File: src/verilog/power_stage_consts.vh
// constants shared by the power stage fault protection design
`ifndef POWER_STAGE_CONSTS_VH
`define POWER_STAGE_CONSTS_VH

// ----------------------------------------------------------------
// timing
// ----------------------------------------------------------------
`define CLK_PERIOD_NS 10
`define OLP_TIME_NS 1250000

// ----------------------------------------------------------------
// register map (word index on the plain register port)
// ----------------------------------------------------------------
`define ADDR_CTRL 4'h0
`define ADDR_STATUS 4'h1

// control fields
`define CTRL_BTL_BIT 0
`define CTRL_MUTE_BIT 1
`define CTRL_RESET 8'h01

// status fields
`define ST_UV_BIT 0
`define ST_OTE_BIT 1
`define ST_OLP_AB_BIT 2
`define ST_OLP_CD_BIT 3
`define ST_WARN_BIT 4
`define ST_LIM_AB_BIT 5
`define ST_LIM_CD_BIT 6
`define ST_SDPIN_BIT 7

`endif

File: src/verilog/overload_counter.v
// persistence counter that latches an overload for one half-bridge pair
module overload_counter #(
  parameter CW = 17,
  parameter [CW-1:0] LIMIT = 17'd125000
) (
  input wire clk,
  input wire rstn,
  input wire clkEn,
  input wire overLimit,
  input wire clearReq,
  output reg overload
);

  reg [CW-1:0] count;

  // ----------------------------------------------------------------
  // count persistence, latch, clear
  // ----------------------------------------------------------------
  always @(posedge clk or negedge rstn) begin
    if (!rstn) begin
      count <= {CW{1'b0}};
      overload <= 1'b0;
    end else if (clkEn) begin
      // a short transient restarts the count
      if (!overLimit)
        count <= {CW{1'b0}};
      else if (count != LIMIT)
        count <= count + {{(CW-1){1'b0}}, 1'b1};
      // set wins over a clear in the same cycle
      if (overLimit && count == LIMIT - {{(CW-1){1'b0}}, 1'b1})
        overload <= 1'b1;
      else if (clearReq)
        overload <= 1'b0;
    end
  end

endmodule // overload_counter

File: src/verilog/power_stage_fault_protection.v
// fault protection and status reporting of a four half-bridge power stage
//
// The address-and-strobe port and the register offsets were left to the implementer.
`include "power_stage_consts.vh"

// Contract
// outputs stay high impedance until all supplies exceed undervoltage level.
// stays operating while supplies stay above threshold; no ordering.
// shutdown flag and warning are active-low open-drain outputs.
// shutdown flag goes low on any fault that shuts the stage down.
// warning low while junction above 125 C, released otherwise; the code also holds it low while the overtemperature error is latched.
// status pair encodes error, overload/undervoltage, warning, normal.
// shutdown flag forced high while either pair reset is low.
// on a fault, outputs go high impedance and shutdown flag low.
// non-overload faults recover automatically when the condition clears; the code keeps overtemperature latched until both resets are low.
// controller clears overload by reset no sooner than 1 s after.
// modulator gives 50 ns low per 384 kHz frame on each input.
// modulator limits modulation index to 96.1 percent.
// overcurrent watched on every high and low side transistor.
// overcurrent first limits current instead of shutting down.
// persisting high current latches overload shutdown to high impedance.
// limiting and overload handled separately for pair AB and CD.
// controller should hold pair resets low during power-up.
// controller should hold pair resets low during power-down.
// overload declared after current limit persists 1.25 ms.
// overtemperature error latched, cleared after both resets asserted.
// rising edge of either pair reset clears overload fault.
// pair reset low gives high impedance; bridge modes enable pulldowns.
// pair resets and pwm inputs synchronised before use.
module power_stage_fault_protection #(
  parameter OLP_CYCLES = `OLP_TIME_NS / `CLK_PERIOD_NS,
  parameter OLP_CW = 17
) (
  input wire clk,
  input wire resetn,
  input wire clkEn,
  input wire [3:0] pwmIn,
  input wire pair_ab_reset_n,
  input wire pair_cd_reset_n,
  input wire [3:0] gate_drive_supply_ok,
  input wire common_supply_ok,
  input wire tempAboveWarn,
  input wire tempAboveError,
  input wire [3:0] overcurrent_high,
  input wire [3:0] overcurrent_low,
  input wire [3:0] regAddr,
  input wire [7:0] regWrData,
  input wire regWrite,
  input wire regRead,
  output reg [7:0] regRdData,
  output reg [3:0] highSideOn,
  output reg [3:0] lowSideOn,
  output reg [3:0] outputHiZ,
  output reg [3:0] weakPulldownEn,
  output reg [3:0] currentLimitActive,
  input wire shutdown_flag_n_in,
  output wire shutdown_flag_n_out,
  output reg shutdown_flag_n_oe,
  input wire overtemp_warn_n_in,
  output wire overtemp_warn_n_out,
  output reg overtemp_warn_n_oe
);

  // ----------------------------------------------------------------
  // reset release
  // ----------------------------------------------------------------
  // release is synchronised so no flop sees reset leave inside its setup
  reg [1:0] rstPipe;
  wire rstn;

  always @(posedge clk or negedge resetn) begin
    if (!resetn)
      rstPipe <= 2'h0;
    else
      rstPipe <= {rstPipe[0], 1'b1};
  end
  assign rstn = rstPipe[1];

  // ----------------------------------------------------------------
  // input synchronisers
  // ----------------------------------------------------------------
  // first stage feeds only the second stage; resets come up low so
  // the stage sits muted until the synchronisers have filled
  reg [3:0] pwmMeta;
  reg [3:0] pwmSync;
  reg [1:0] rstMeta;
  reg [1:0] rstSync;
  reg [1:0] rstPrev;

  always @(posedge clk or negedge rstn) begin
    if (!rstn) begin
      pwmMeta <= 4'h0;
      pwmSync <= 4'h0;
      rstMeta <= 2'h0;
      rstSync <= 2'h0;
      rstPrev <= 2'h0;
    end else if (clkEn) begin
      pwmMeta <= pwmIn;
      pwmSync <= pwmMeta;
      rstMeta <= {pair_cd_reset_n, pair_ab_reset_n};
      rstSync <= rstMeta;
      rstPrev <= rstSync;
    end
  end

  wire [1:0] rstRise;
  wire eitherRise;
  wire bothResetLow;
  wire eitherResetLow;

  assign rstRise = rstSync & ~rstPrev;
  assign eitherRise = |rstRise;
  assign bothResetLow = ~rstSync[0] & ~rstSync[1];
  assign eitherResetLow = ~rstSync[0] | ~rstSync[1];

  // ----------------------------------------------------------------
  // register port
  // ----------------------------------------------------------------
  reg [7:0] ctrl;
  wire btlMode;
  wire softMute;

  assign btlMode = ctrl[`CTRL_BTL_BIT];
  assign softMute = ctrl[`CTRL_MUTE_BIT];

  always @(posedge clk or negedge rstn) begin
    if (!rstn)
      ctrl <= `CTRL_RESET;
    else if (clkEn && regWrite && regAddr == `ADDR_CTRL)
      ctrl <= regWrData;
  end

  // ----------------------------------------------------------------
  // undervoltage
  // ----------------------------------------------------------------
  // no latch: the stage follows the supply flags in both directions
  wire uvFault;


  assign uvFault = ~(&gate_drive_supply_ok) | ~common_supply_ok;

  // ----------------------------------------------------------------
  // overtemperature error latch
  // ----------------------------------------------------------------
  reg oteLatch;

  always @(posedge clk or negedge rstn) begin
    if (!rstn)
      oteLatch <= 1'b0;
    else if (clkEn) begin
      // set wins: a hot die keeps the latch through the reset
      if (tempAboveError)
        oteLatch <= 1'b1;
      else if (bothResetLow)
        oteLatch <= 1'b0;
    end
  end

  // ----------------------------------------------------------------
  // per pair current limit and overload
  // ----------------------------------------------------------------
  wire [1:0] pairOc;
  wire [1:0] overload_fault;

  genvar p;
  generate
    for (p = 0; p < 2; p = p + 1) begin : pairGen
      // any of the four transistors of the pair over threshold
      assign pairOc[p] = |overcurrent_high[2*p+1:2*p] |
                         |overcurrent_low[2*p+1:2*p];

      overload_counter #(
        .CW(OLP_CW),
        .LIMIT(OLP_CYCLES[OLP_CW-1:0])
      ) olpCount (
        .clk(clk),
        .rstn(rstn),
        .clkEn(clkEn),
        .overLimit(pairOc[p]),
        .clearReq(eitherRise),
        .overload(overload_fault[p])
      );
    end
  endgenerate

  // ----------------------------------------------------------------
  // half-bridge drive
  // ----------------------------------------------------------------
  // pair enables; any fault removes drive in the next cycle
  wire [1:0] pairRun;
  wire [3:0] next_run;
  wire [3:0] next_high;
  wire [3:0] next_low;
  wire [3:0] next_pulldown;
  wire [3:0] next_limit;

  genvar q;
  generate
    for (q = 0; q < 2; q = q + 1) begin : runGen
      assign pairRun[q] = rstSync[q] & ~uvFault & ~oteLatch & ~overload_fault[q] &
                          ~softMute;
    end
  endgenerate

  genvar b;
  generate
    for (b = 0; b < 4; b = b + 1) begin : bridgeGen
      // half-bridge b belongs to pair b/2
      assign next_run[b] = pairRun[b/2];
      // a tripped transistor is held off instead of shutting the stage
      assign next_high[b] = next_run[b] & pwmSync[b] &
                            ~overcurrent_high[b];
      assign next_low[b] = next_run[b] & ~pwmSync[b] &
                           ~overcurrent_low[b];
      assign next_limit[b] = next_run[b] &
                             (overcurrent_high[b] | overcurrent_low[b]);
      // pulldowns only charge bootstraps in bridge modes
      assign next_pulldown[b] = ~rstSync[b/2] & btlMode;
    end
  endgenerate

  always @(posedge clk or negedge rstn) begin
    if (!rstn) begin
      highSideOn <= 4'h0;
      lowSideOn <= 4'h0;
      outputHiZ <= 4'hf;
      weakPulldownEn <= 4'h0;
      currentLimitActive <= 4'h0;
    end else if (clkEn) begin
      highSideOn <= next_high;
      lowSideOn <= next_low;
      outputHiZ <= ~next_run;
      weakPulldownEn <= next_pulldown;
      currentLimitActive <= next_limit;
    end
  end

  // ----------------------------------------------------------------
  // status pins
  // ----------------------------------------------------------------
  // open drain: only ever pulls low, the pullup gives the high
  // pin pair codes, shutdown pin first, 1 meaning released
  localparam CODE_ERROR = 2'b00;
  localparam CODE_FAULT = 2'b01;
  localparam CODE_WARN = 2'b10;
  localparam CODE_NORMAL = 2'b11;

  wire anyFault;
  reg [1:0] statusCode;
  reg next_sdLow;
  reg next_warnLow;

  assign anyFault = uvFault | oteLatch | overload_fault[0] | overload_fault[1];

  // error implies hot, so a latched error always gives code 00
  always @* begin
    if (oteLatch)
      statusCode = CODE_ERROR;
    else if (anyFault && tempAboveWarn)
      statusCode = CODE_ERROR;
    else if (anyFault)
      statusCode = CODE_FAULT;
    else if (tempAboveWarn)
      statusCode = CODE_WARN;
    else
      statusCode = CODE_NORMAL;
  end

  // one table, so a new fault class has a single place to go
  always @* begin
    next_sdLow = 1'b0;
    next_warnLow = 1'b0;
    case (statusCode)
      CODE_ERROR: begin
        next_sdLow = 1'b1;
        next_warnLow = 1'b1;
      end
      CODE_FAULT: begin
        next_sdLow = 1'b1;
        next_warnLow = 1'b0;
      end
      CODE_WARN: begin
        next_sdLow = 1'b0;
        next_warnLow = 1'b1;
      end
      CODE_NORMAL: begin
        next_sdLow = 1'b0;
        next_warnLow = 1'b0;
      end
      default: begin
        next_sdLow = 1'b1;
        next_warnLow = 1'b1;
      end
    endcase
    // a low pair reset hides faults from the controller, not the stage
    if (eitherResetLow)
      next_sdLow = 1'b0;
  end

  always @(posedge clk or negedge rstn) begin
    if (!rstn) begin
      shutdown_flag_n_oe <= 1'b0;
      overtemp_warn_n_oe <= 1'b0;
    end else if (clkEn) begin
      shutdown_flag_n_oe <= next_sdLow;
      overtemp_warn_n_oe <= next_warnLow;
    end
  end

  assign shutdown_flag_n_out = 1'b0;
  assign overtemp_warn_n_out = 1'b0;

  // ----------------------------------------------------------------
  // read back
  // ----------------------------------------------------------------
  reg [7:0] statusWord;

  always @* begin
    statusWord = 8'h00;
    statusWord[`ST_UV_BIT] = uvFault;
    statusWord[`ST_OTE_BIT] = oteLatch;
    statusWord[`ST_OLP_AB_BIT] = overload_fault[0];
    statusWord[`ST_OLP_CD_BIT] = overload_fault[1];
    statusWord[`ST_WARN_BIT] = overtemp_warn_n_oe & ~overtemp_warn_n_in;
    statusWord[`ST_LIM_AB_BIT] = |currentLimitActive[1:0];
    statusWord[`ST_LIM_CD_BIT] = |currentLimitActive[3:2];
    statusWord[`ST_SDPIN_BIT] = ~shutdown_flag_n_in;
  end

  always @(posedge clk or negedge rstn) begin
    if (!rstn)
      regRdData <= 8'h00;
    else if (clkEn) begin
      if (regRead && regAddr == `ADDR_CTRL)
        regRdData <= ctrl;
      else if (regRead && regAddr == `ADDR_STATUS)
        regRdData <= statusWord;
      else
        regRdData <= 8'h00;
    end
  end

endmodule // power_stage_fault_protection

File: config.mk
export PLATFORM = sky130hd
export DESIGN_NAME = power_stage_fault_protection
export DESIGN_NICKNAME = d
export VERILOG_FILES = /design/src/verilog/overload_counter.v /design/src/verilog/power_stage_fault_protection.v
export VERILOG_INCLUDE_DIRS = /design/src /design/src/verilog
export SDC_FILE = /design/constraint.sdc
export NUM_CORES = 1
export LEC_CHECK = 0
export ABC_CLOCK_PERIOD_IN_PS = 3900
export BUFFER_PORTS_ARGS = -buffer_cell sky130_fd_sc_hd__buf_4
export CORE_ASPECT_RATIO = 1.25
export CORE_UTILIZATION = 55
export DETAILED_ROUTE_END_ITERATION = 6
export GPL_TIMING_DRIVEN = 0
export PLACE_DENSITY_LB_ADDON = 0.05
export SYNTH_ARGS = -nofsm -noshare
export SYNTH_HDL_FRONTEND = slang
export SYNTH_HIERARCHICAL = 1
export SYNTH_SLANG_ARGS = --single-unit
export TNS_END_PERCENT = 100
File: constraint.sdc
create_clock -name clk -period 3.9 [get_ports clk]
set_clock_uncertainty 0.1 [all_clocks]
set_input_delay 0.39 -clock clk [delete_from_list [all_inputs] [get_ports clk]]
set_output_delay 0.39 -clock clk [all_outputs]
set_load 0.05 [all_outputs]
== Word level (Yosys, flattened, before mapping) ==
Cells that the tools add are included.

* Bitwise logic cells: 69
* $add $sub $neg: 2
* Reductions and logical operators: 29
* Multiplexer cells: 18
* Eq/ne operators: 10

{| class="wikitable"
|+ Operator list
! operator !! number
|-
| 2-to-1 mux 17 bit || 4
|-
| adder 17 x 1 -> 17 bit, second input constant || 2
|-
| equality test 17 bit, second input constant || 2
|-
| inequality test 17 bit, second input constant || 2
|-
| bitwise AND 1 bit || 32
|-
| inverter 1 bit || 23
|-
| OR reduction 2 bit || 11
|-
| 2-to-1 mux 8 bit || 2
|-
| bitwise OR 1 bit || 11
|-
| AND reduction 2 bit || 5
|-
| logical AND 1 bit || 7
|-
| 2-to-1 mux 1 bit || 7
|-
| 2-to-1 mux 2 bit || 3
|-
| nonzero test 2 bit || 3
|-
| equality test 2 bit, second input constant || 2
|-
| equality test 4 x 1 -> 1 bit, second input constant || 1
|-
| logical NOT 4 bit || 1
|-
| inequality test 2 bit, second input constant || 2
|-
| inverter 4 bit || 1
|-
| one-hot mux 1 bit (2 select lines) || 2
|-
| AND reduction 4 bit || 1
|-
| bitwise AND 2 bit || 1
|-
| equality test 2 x 1 -> 1 bit, second input constant || 1
|-
| logical NOT 2 bit || 1
|-
| inverter 2 bit || 1
|}

* Word-level logic and storage cells: 148
* Register bits after elaboration: 90

== Logic depth before layout (Yosys ltp) ==
Gate-level depths: netlist (run 1).

* Word-level depth: 13
* Depth in mapped cells: 6
* Depth with buffers taken out: 6

== By module ==
The synthesis (run 1) kept the hierarchy.

{| class="wikitable"
|+ Modules (own cells, without submodules)
! module !! cells each !! times used !! area each (um^2)
|-
| overload_counter || 132 || 2 || 1168.6
|-
| power_stage_fault_protection || 185 || 1 || 2243.4
|}

== Worst setup path after synthesis (run 1) ==
No wires, ideal clock.

* Path type: input to register
* Start: in overcurrent_high[1]
* End: reg pairGen[0].olpCount.count[1]
* Library setup time: 0.079 ns
* Buffers on the path: 0
* Stages on the path: 5
* Slack: 1.741 ns
* Arrival time: 1.980 ns
* Required time: 3.721 ns
* Path through: or4_1 -> and4b_2 -> and4_1 -> a21oi_1 -> mux2i_1

* Cells in the longest elaborated chain, start to end: 4
* Elaborated cells between the ends (all ways): 5
* Classes of those cells: eq/ne: 1; mux: 1; bitwise: 1; reduce/logical: 2

{| class="wikitable"
|+ Ends and longest elaborated chain
! what !! line !! RTL
|-
| from (decl) || power_stage_fault_protection.v:44 || <nowiki>input wire [3:0] overcurrent_high,</nowiki>
|-
| OR reduction 2 bit * || power_stage_fault_protection.v:169 || <nowiki>assign pairOc[p] = |overcurrent_high[2*p+1:2*p] |</nowiki>
|-
| bitwise OR 1 bit * || power_stage_fault_protection.v:170 || <nowiki>|overcurrent_low[2*p+1:2*p];</nowiki>
|-
| inequality test 2 bit (no source line) || -- ||
|-
| AND reduction 2 bit (no source line) || -- ||
|-
| to (signal assigned) || overload_counter.v:21 || <nowiki>count <= {CW{1'b0}};</nowiki>
|-
| to (signal assigned) || overload_counter.v:26 || <nowiki>count <= {CW{1'b0}};</nowiki>
|-
| to (signal assigned) || overload_counter.v:28 || <nowiki>count <= count + {{(CW-1){1'b0}}, 1'b1};</nowiki>
|-
| to (decl) || overload_counter.v:14 || <nowiki>reg [CW-1:0] count;</nowiki>
|}

Every way passes the cells marked *; elsewhere a longest branch is shown, timed or not.
A chain may end at the register's enable or synchronous reset.

== Worst setup path after layout (run 1) ==
* Start: in overcurrent_high[3]
* End: reg pairGen[1].olpCount.count[16]

* Cells in the longest elaborated chain, start to end: 4
* Elaborated cells between the ends (all ways): 5
* Classes of those cells: eq/ne: 1; mux: 1; bitwise: 1; reduce/logical: 2

{| class="wikitable"
|+ Ends and longest elaborated chain
! what !! line !! RTL
|-
| OR reduction 2 bit * || power_stage_fault_protection.v:169 ||
|-
| bitwise OR 1 bit * || power_stage_fault_protection.v:170 ||
|-
| net pairOc[1] || power_stage_fault_protection.v:162 || <nowiki>wire [1:0] pairOc;</nowiki>
|-
| inequality test 2 bit (no source line) || -- ||
|-
| AND reduction 2 bit (no source line) || -- ||
|-
| to (signal assigned) || overload_counter.v:21 ||
|-
| to (signal assigned) || overload_counter.v:26 ||
|-
| to (signal assigned) || overload_counter.v:28 ||
|-
| to (decl) || overload_counter.v:14 ||
|}

The timed path passes the listed nets; every way through them passes the cells marked *.

==> flow_metrics.tcl, run 1 <==
set metrics [dict create \
    drive_above_1_share_pct 27.4 \
    p_sw_share_pct 31.5 \
    max-cap-violations 0 \
    timing.fmax_mhz 430 \
    grt_pass1_wl_um 17800 \
    hold_viol_final 0 \
    critPathKind "in -> reg" \
    grt.overflow.total 0 \
    totalWireLength_um 10700 \
    route.vias.total 3904 \
    r2r_start "pairGen[0].olpCount/count[5]" \
    cp.required_ps 4010 \
    drc 0 \
    period_minus_slack_ps 2330 \
    fin_tns_setup_ps 0 \
    grt_pass1_vias 3650 \
    hpwl_um 7460 \
    grt_usage_pct 25.3 \
    final_antenna_net_count 0 \
    clk_latency_ps 360 \
    initialDrtViolationCount 277 \
    critPathCaptureType "register" \
    synth-edff-count 0 \
    grt_max_degree 66 \
    slew_headroom_pct 45.1 \
    numPlacedInstances 615 \
    cts_tree "built" \
    hold_ws_ps 131 \
    p_total_w 0.00239 \
    wl_per_cell_um 16.9 \
    num_antenna_cells 0 \
    min_path_type "reg -> async" \
    dr_wl_met3_um 642 \
    start_util_pct 57.8 \
    slew_violations 0 \
    vdd_drop_max_mv 0.327 \
    critPathMaxFanout 6 \
    ioPinCount 72 \
    pwr-share-comb_pct 22.0 \
    finalSetupViolCount 0 \
    status "complete, no violations" \
    power_switching_w 0.000751 \
    wl_met1_um 4640 \
    vias_per_cell 6.18 \
    clk_path_buf_depth 2 \
    design.core.area_um2 7930 \
    synth_ff_type "dfrtp_1" \
    arrival_ps 2440 \
    syn_inst 449 \
    clock_sinks 87 \
    netlist_area_um2 4580 \
    pwr-share-clk_pct 29.7 \
    seqPwrFrac_pct 48.2 \
    die_w_um 83.6 \
    cts_root_buf "clkbuf_8" \
    h-tree-depth 3 \
    synthToLayoutAreaGrowth_pct 19.8 \
    worstRegToRegCells 5 \
    p_int_w 0.00163 \
    ys_seq_area_share_pct 47.6 \
    async_flop_share_pct 100 \
    wl_met2_um 5280 \
    die-area_um2 8700 \
    yosysWarningCount 6 \
    rsz0062_at_grt "no" \
    postSynthAreaPerCell_um2 10.2 \
    ys_ff_latch 87 \
    yosysUniqueCellTypes 59 \
    p_per_area_nw_per_um2 435 \
    fin_crit_sh_pct 59.6 \
    port_buffers 69 \
    die_h_um 104 \
    gp_congestion 0.857 \
    fin_nets 576 \
    tightest_slew_ps 818 \
    num_rows 36 \
    fin_cells 632 \
    first_pass_iters 5 \
    startpoint_type "primary input" \
    leakage_nw 2.42 \
    antenna_found_initial 0 \
    path_clk_slew_ps 80 \
    top_layer "met4" \
    critical_path.startpoint "overcurrent_high[3]" \
    cts_made_buffers 9 \
]
## routing by layer
metal | GRT usage (%) | vias to the layer above
met3 | 4.05 | 9
li1 | - | 1837
met2 | 40.9 | 136
met4 | 9.93 | 0
met5 | 0 | -
met1 | 34.1 | 1922
## Yosys cell counts, types with 6 or more instances
master	number	area, um2
a211oi_1	6	45.0
a21oi_1	11	55.1
a221o_1	10	100
a31oi_1	8	50.1
a41oi_1	6	52.6
and3_1	8	50.1
and4_1	8	70.1
buf_4	9	67.6
clkbuf_1	11	41.3
dfrtp_1	84	2100
inv_1	31	116
mux2_2	22	248
mux2i_1	6	60.1
nand2_1	31	116
nand2b_1	8	50.1
nand3_1	20	100
nand4_1	8	50.1
nor2_1	15	56.3
nor2b_1	20	125
o21ai_0	16	80.1
o22ai_1	13	81.3
o31ai_1	12	90.1
## final timing paths
path	endpoint	slack (ps)
min in group clk	ctrl[4]	170
min reg2reg	pairGen[1].olpCount/count[10]	130
min	pairGen[1].olpCount/count[10]	130
max in group asynchronous	outputHiZ[1]	2900
max	pairGen[1].olpCount/count[16]	1570
max reg2reg	pairGen[0].olpCount/count[2]	1600
## cells in the final DEF, fill, tap and decap left out, types with 8 or more instances in the layout
master    instances
dfrtp_1          83
buf_4            78
inv_1            31
nand2_1          31
mux2_2           22
nor2b_1          20
nand3_1          20
o21ai_0          16
nor2_1           15
o22ai_1          13
clkbuf_1         13
o31ai_1          12
a21oi_1          11
clkbuf_8         11
a221o_1          10
nand2b_1          8
a31oi_1           8
and3_1            8
and4_1            8
nand4_1           8
## cells by family (layout without fill, tap and decap cells)
group | count (synthesis) | in the layout | share of synthesized area, %
other | 2 | 3 | 0.164
adder cells (fa/ha/maj) | 4 | 4 | 1.09
buffers and inverters | 62 | 149 | 6.12
multiplexers | 28 | 28 | 6.72
AO/OA/AOI/OAI | 105 | 105 | 17.0
flip-flops | 87 | 87 | 47.6
AND/OR/NAND/NOR | 161 | 161 | 21.3
## area by class of cell
cell class                 count  area [um2]
multi-input combinational    301        2120
inverter                      35         131
clock inverter                 3        65.1
buffer                        27         149
timing repair buffer          71         556
sequential                    87        2180
tap                           95         119
clock buffer                  13         159
fill                         642        2440
## critical path: stages
cell	delay (ps)
buf_4	120
or4_1	680
and4b_2	300
and4_1	230
a21oi_1	520
o221ai_1	190
## repair_timing
action                                 in CTS  in global routing
gates resized for setup                     0                  0
buffers inserted                            0                  0
endpoints found under the hold margin       2                  0
hold buffers                                1                  0
setup endpoints to repair                   0                  0
## power groups by stage
| stage | sequential [W] | combinational (W) | clock (W) |
|---|---|---|---|
| after global placement | 0.00117 | 0.000491 | 0 |
| after CTS | 0.00115 | 0.000525 | 0.000727 |
| after detailed placement | 0.00116 | 0.000523 | 0 |
| final | 0.00115 | 0.000525 | 0.000710 |
| after floorplan | 0.00116 | 0.000356 | 0 |
| after global routing | 0.00117 | 0.000581 | 0.000760 |
## per-stage QoR
step | setup slack (ps) | cell area, um2 | utilization (%)
floorplan | 1200 | 4580 | -
global placement | 206 | 5220 | 65.9
detailed placement | 1230 | 5250 | 66.3
CTS | 1620 | 5490 | 69.2
global route | 1370 | 5490 | 69.2
finish | 1570 | 5490 | 69.2
## sequential cells by signal, indices dropped and copies added, names as in the netlist
name and flops:
oteLatch 1, highSideOn 4, ctrl 8, pairGen.olpCount/count 34, pwmSync 4, overtemp_warn_n_oe 1, rstPrev 2, pwmMeta 4
shutdown_flag_n_oe 1, rstSync 2, regRdData 8, weakPulldownEn 2, pairGen.olpCount/overload 2, rstPipe 2, rstMeta 2, outputHiZ 2
lowSideOn 4, currentLimitActive 4
Power figures use the tool's default switching activity.
==> run 2, diff against run 1 <==
Settings changed: ABC_CLOCK_PERIOD_IN_PS 3900 to 2100, CORE_UTILIZATION 55 to 51.
Clock period 3.9 ns to 2.1 ns, I/O delays scaled along.
==> flow_metrics.tcl, run 2 (synthesis results as in run 1) <==
set metrics [dict create \
    critPathMaxFanout 6 \
    route.vias.total 3937 \
    reg_top3 "pairGen.olpCount/count (34), ctrl (8), regRdData (8)" \
    slew_headroom_pct 61.7 \
    fin_nets 596 \
    clk_latency_ps 370 \
    most-common-layout-cells "buf_4 (83), dfrtp_1 (81), inv_1 (31), nand2_1 (31), mux2_2 (22)" \
    status "complete, no violations" \
    max-cap-violations 0 \
    die-area_um2 9370 \
    grt_usage_pct 25.0 \
    cts_root_buf "clkbuf_8" \
    slowest_stage "or4_1" \
    period_minus_slack_ps 1990 \
    dp_slack_ps -451 \
    cp.required_ps 2290 \
    cts_made_buffers 9 \
    start_util_pct 52.6 \
    drive_above_1_share_pct 28.7 \
    finalSetupViolCount 0 \
    port_buffers 69 \
    h-tree-depth 3 \
    timing.final.ws_setup_ps 107 \
    crit_chain "buf_4, or4_1, and4b_2, and4_1, a21oi_2, mux2i_1" \
    wl_per_cell_um 16.4 \
    critPathKind "in -> reg" \
    hold_viol_final 0 \
    arrival_ps 2180 \
    grt_max_degree 59 \
    critPathTopFamily "simple AND/OR/NAND/NOR gates" \
    regMostFlops "pairGen.olpCount/count" \
    antenna_found_initial 0 \
    die_h_um 108 \
    slowest_delay_ps 720 \
    largest_register_ffs 34 \
    critPathCaptureType "register" \
    cts_tree "built" \
    fin_crit_sh_pct 94.9 \
    rsz0062_at_grt "no" \
    p_per_area_nw_per_um2 792 \
    min_path_type "in -> reg" \
    vias_per_cell 5.82 \
    fin_tns_setup_ps 0 \
    slew_violations 0 \
    drc 0 \
    design.core.area_um2 8700 \
    startpoint_type "primary input" \
    grt.overflow.total 0 \
    final_common_cell "buf_4" \
    num_antenna_cells 0 \
    die_w_um 86.8 \
    final_antenna_net_count 0 \
    synthToLayoutAreaGrowth_pct 25.8 \
    num_rows 38 \
    fin_cells 677 \
    leakage_nw 2.52 \
    fin_util_pct 66.2 \
    clk_path_buf_depth 2 \
    timing.fmax_mhz 502 \
    totalWireLength_um 11100 \
    hpwl_um 7520 \
    grt_pass1_wl_um 17900 \
    first_pass_iters 5 \
    tightest_slew_ps 571 \
    gp_congestion 0.852 \
    place_area_um2 5280 \
    path_clk_slew_ps 80 \
    initialDrtViolationCount 158 \
    grt_pass1_vias 3750 \
    vdd_drop_max_mv 0.406 \
    r2r_slack_ps 150 \
    ioPinCount 72 \
    numPlacedInstances 640 \
    crit_buf_inv 1 \
    clock_sinks 87 \
    design_area_um2 5760 \
]
## run 2: cell count changes in the layout (fill, tap and decap cells not counted), sizes merged
cell,delta
clkinv,+2
dlygate4sd3,+17
buf,+5
bufinv,+1
clkbuf,-5
## run 2: layout make-up
| cell class | count | area (um2) |
|---|---|---|
| fill | 708 | 2940 |
| sequential | 87 | 2190 |
| multi-input combinational | 301 | 2150 |
| timing repair buffer | 93 | 763 |
| tap | 120 | 150 |
| buffer | 25 | 141 |
| inverter | 35 | 131 |
| clock buffer | 10 | 128 |
| clock inverter | 6 | 109 |
## run 2: metal layers
layer  track usage [%]  routed length [um]  vias up
li1                  -                   -     1872
met1              32.3                4920     1936
met2              41.8                5430      115
met3              5.34                 559       14
met4              8.45                 192        0
met5                 0                   0        -
## run 2: through the flow
step,hold WS (ps),total power (W)
6_report,26.4,0.00457
5_1_grt,11.5,0.00480
4_1_cts,1.47,0.00458
3_5_place_dp,-103,0.00314
3_3_place_gp,-106,0.00309
2_1_floorplan,-186,0.00282
## run 2: tightest hold or removal path: cells and delay by family
family | cells | cell delay, ps
AO/OA/AOI/OAI | 1 | 50
buffers and inverters | 1 | 90
AND/OR/NAND/NOR | 1 | 100
## run 2: final timing paths
kind / startpoint / end / depth (start not counted)
setup / recovery: overcurrent_high[1] / pairGen[0].olpCount/count[1] / 6
hold / removal: overcurrent_low[0] / lowSideOn[0] / 3
setup reg to reg: pairGen[0].olpCount/count[4] / pairGen[0].olpCount/count[15] / 4
hold reg to reg: rstPipe[1] / regRdData[2] / 0
max in group asynchronous: rstPipe[1] / ctrl[0] / 1
min in group asynchronous: resetn / rstPipe[1] / 2
## run 2: power by group
| group | total (W) | switching [W] | leakage, nW | internal, W |
|---|---|---|---|---|
| logic | 0.00103 | 0.000590 | 1.35 | 0.000440 |
| registers | 0.00214 | 0.000247 | 1.05 | 0.00189 |
| clock network | 0.00139 | 0.000605 | 0.120 | 0.000789 |
| total | 0.00457 | 0.00144 | 2.52 | 0.00312 |
## run 2: timing repair
action,CTS,global route
gates resized for setup,3,6
cloned,0,0
hold buffers,18,0
hold endpoints to repair,19,0
setup endpoints to repair,22,20
pin swaps,0,2
setup buffers,0,5
==> run 3, diff against run 2 <==
Settings changed: ABC_AREA set to 1, CORE_UTILIZATION 51 to 52.
==> flow_metrics.tcl, run 3 <==
set metrics [dict create \
    status "complete, no violations" \
    drc 0 \
    final_common_cell "nand2_1" \
    vdd_drop_max_mv 0.457 \
    path_clk_slew_ps 60 \
    pwr-share-comb_pct 18.5 \
    synth_ff_type "dfrtp_1" \
    cts_root_buf "clkbuf_16" \
    postSynthAreaPerCell_um2 7.60 \
    hold_ws_ps 7.00 \
    async_flop_share_pct 100 \
    final_antenna_net_count 0 \
    fillers 785 \
    largest_register_ffs 34 \
    period_minus_slack_ps 1670 \
    pwr-share-clk_pct 35.1 \
    tightest_slew_ps 504 \
    hold_depth 3 \
    seqPwrFrac_pct 46.4 \
    clk_latency_ps 350 \
    cp.required_ps 2260 \
    grt.overflow.total 0 \
    h-tree-depth 3 \
    fin_crit_sh_pct 79.4 \
    ys_seq_area_share_pct 44.7 \
    yosysWarningCount 6 \
    p_sw_share_pct 31.4 \
    arrival_ps 1830 \
    ioPinCount 72 \
    clk_path_buf_depth 2 \
    cts_made_buffers 9 \
    finalSetupViolCount 0 \
    most-common-layout-cells "nand2_1 (255), dfrtp_1 (83), buf_4 (79)" \
    use_met3_pct 4.54 \
    drive_above_1_share_pct 23.3 \
    synth-edff-count 0 \
    initialDrtViolationCount 217 \
    first_pass_iters 4 \
    gp_congestion 0.892 \
    max-cap-violations 0 \
    p_per_area_nw_per_um2 727 \
    slew_violations 0 \
    num_rows 39 \
    grt_pass1_wl_um 18200 \
    timing.fmax_mhz 600 \
    seqCellArea_um2 2180 \
    fin_nets 776 \
    clock_sinks 87 \
    yosys.area.top_type "dfrtp_1" \
    ys_ff_latch 87 \
    synthToLayoutAreaGrowth_pct 21.9 \
    rsz0062_at_grt "no" \
    vias_per_cell 4.97 \
    design.core.area_um2 9130 \
    route.vias.total 4278 \
    synth_commonest_cells "nand2_1 (255), dfrtp_1 (84), inv_1 (50), nor2_1 (49), nand3_1 (35)" \
    worstRegToRegCells 9 \
    startpoint_type "register" \
    hpwl_um 7980 \
    leakage_nw 2.99 \
    yosysUniqueCellTypes 32 \
    grt_max_degree 70 \
    grt_pass1_vias 4041 \
    synthMostInstantiatedCell "nand2_1" \
    totalWireLength_um 10900 \
    antenna_found_initial 0 \
    die_h_um 110 \
    cts_tree "built" \
    p_int_w 0.00296 \
    wl_per_cell_um 12.7 \
    syn_inst 642 \
    yosys.area.top_type_share_pct 43.1 \
    fin_tns_setup_ps 0 \
    grt_use_met2_pct 44.0 \
    hold_viol_final 0 \
    port_buffers 69 \
    regMostFlops "pairGen.olpCount/count" \
    netlist_area_um2 4880 \
    critPathCaptureType "register" \
    num_antenna_cells 0 \
    die_w_um 88.6 \
    die-area_um2 9770 \
    critPathKind "reg -> reg" \
    start_util_pct 53.4 \
    multi_input_area_um2 2300 \
    slew_headroom_pct 66.4 \
    busiest_layer "met2" \
    synthTopCellsByArea "dfrtp_1 (43%), nand2_1 (20%), o21ai_2 (4.3%)" \
    critPathMaxFanout 10 \
    met1_usage_pct 28.7 \
    reg_top3 "pairGen.olpCount/count (34), ctrl (8), regRdData (8)" \
    power_switching_w 0.00136 \
    min_path_type "in -> reg" \
    post_cts_buffers 0 \
    grt_usage_pct 24.3 \
]
==> run 3: worst paths after layout <==
kind	startpoint	to	slack, ps
max in group asynchronous	rstPipe[1]	ctrl[0]	1140
hold reg to reg	rstPipe[1]	pairGen[1].olpCount/count[2]	100
setup reg to reg	pairGen[0].olpCount/count[0]	pairGen[0].olpCount/count[5]	430
min in group asynchronous	resetn	rstPipe[0]	70
setup / recovery	pairGen[0].olpCount/count[0]	pairGen[0].olpCount/count[5]	430
hold / removal	tempAboveWarn	overtemp_warn_n_oe	7
==> run 3: cell families after synthesis <==
kind of cell | after synthesis | share of synthesized area [%]
compound gates | 55 | 7.72
other cells | 2 | 0.154
flops | 87 | 44.7
simple gates | 403 | 36.4
xor+xnor | 10 | 1.80
fa+ha+maj | 4 | 1.03
buf+inv | 81 | 8.21
==> run 3: routing by layer <==
layer  part of all wire (%)  vias up
met4                    1.2        0
met3                    3.8        9
met2                     53       89
li1                       -     2199
met5                      0        -
met1                     42     1981
==> run 3: cell type report <==
cell class / instances / area share, %
multi-input combinational: 475 / 38.7
sequential: 87 / 36.8
timing repair buffer: 78 / 10.5
clock buffer: 9 / 3.79
inverter: 55 / 3.47
buffer: 26 / 3.26
tap: 123 / 2.59
clock inverter: 7 / 0.905
==> run 3: power groups by stage <==
| stage | combinational, W | sequential, W | clock [W] |
|---|---|---|---|
| 2_1_floorplan | 0.000520 | 0.00206 | 0 |
| 3_3_place_gp | 0.000744 | 0.00205 | 0 |
| 3_5_place_dp | 0.000798 | 0.00203 | 0 |
| 4_1_cts | 0.000811 | 0.00200 | 0.00155 |
| 5_1_grt | 0.000901 | 0.00203 | 0.00164 |
| 6_report | 0.000800 | 0.00200 | 0.00151 |
==> run 3: what timing repair did <==
item                                    in CTS  in global routing
resized for setup                            0                  0
endpoints found under the setup margin       0                  0
hold buffers                                 8                  0
endpoints found under the hold margin        9                  0
==> run 3: stage by stage <==
stage | instance area, um2 | std cells | util [%] | setup WS (ps) | total power (W)
after floorplan | 4880 | 643 | - | 440 | 0.00258
after global placement | 5550 | 835 | 60.9 | -27.7 | 0.00279
after detailed placement | 5580 | 836 | 61.2 | 109 | 0.00283
after CTS | 5940 | 860 | 65.1 | 414 | 0.00436
final | 5940 | 860 | 65.1 | 432 | 0.00432
after global routing | 5940 | 860 | 65.1 | 239 | 0.00457
==> run 3: critical path, stage by stage, from the launching register on <==
cell and delay, ps:
dfrtp_1 420, inv_1 90, ha_1 140, nand3_1 90, nor2_1 100, nand2_1 80, o21ai_2 220, buf_6 190
nand2_1 60, o21ai_0 80
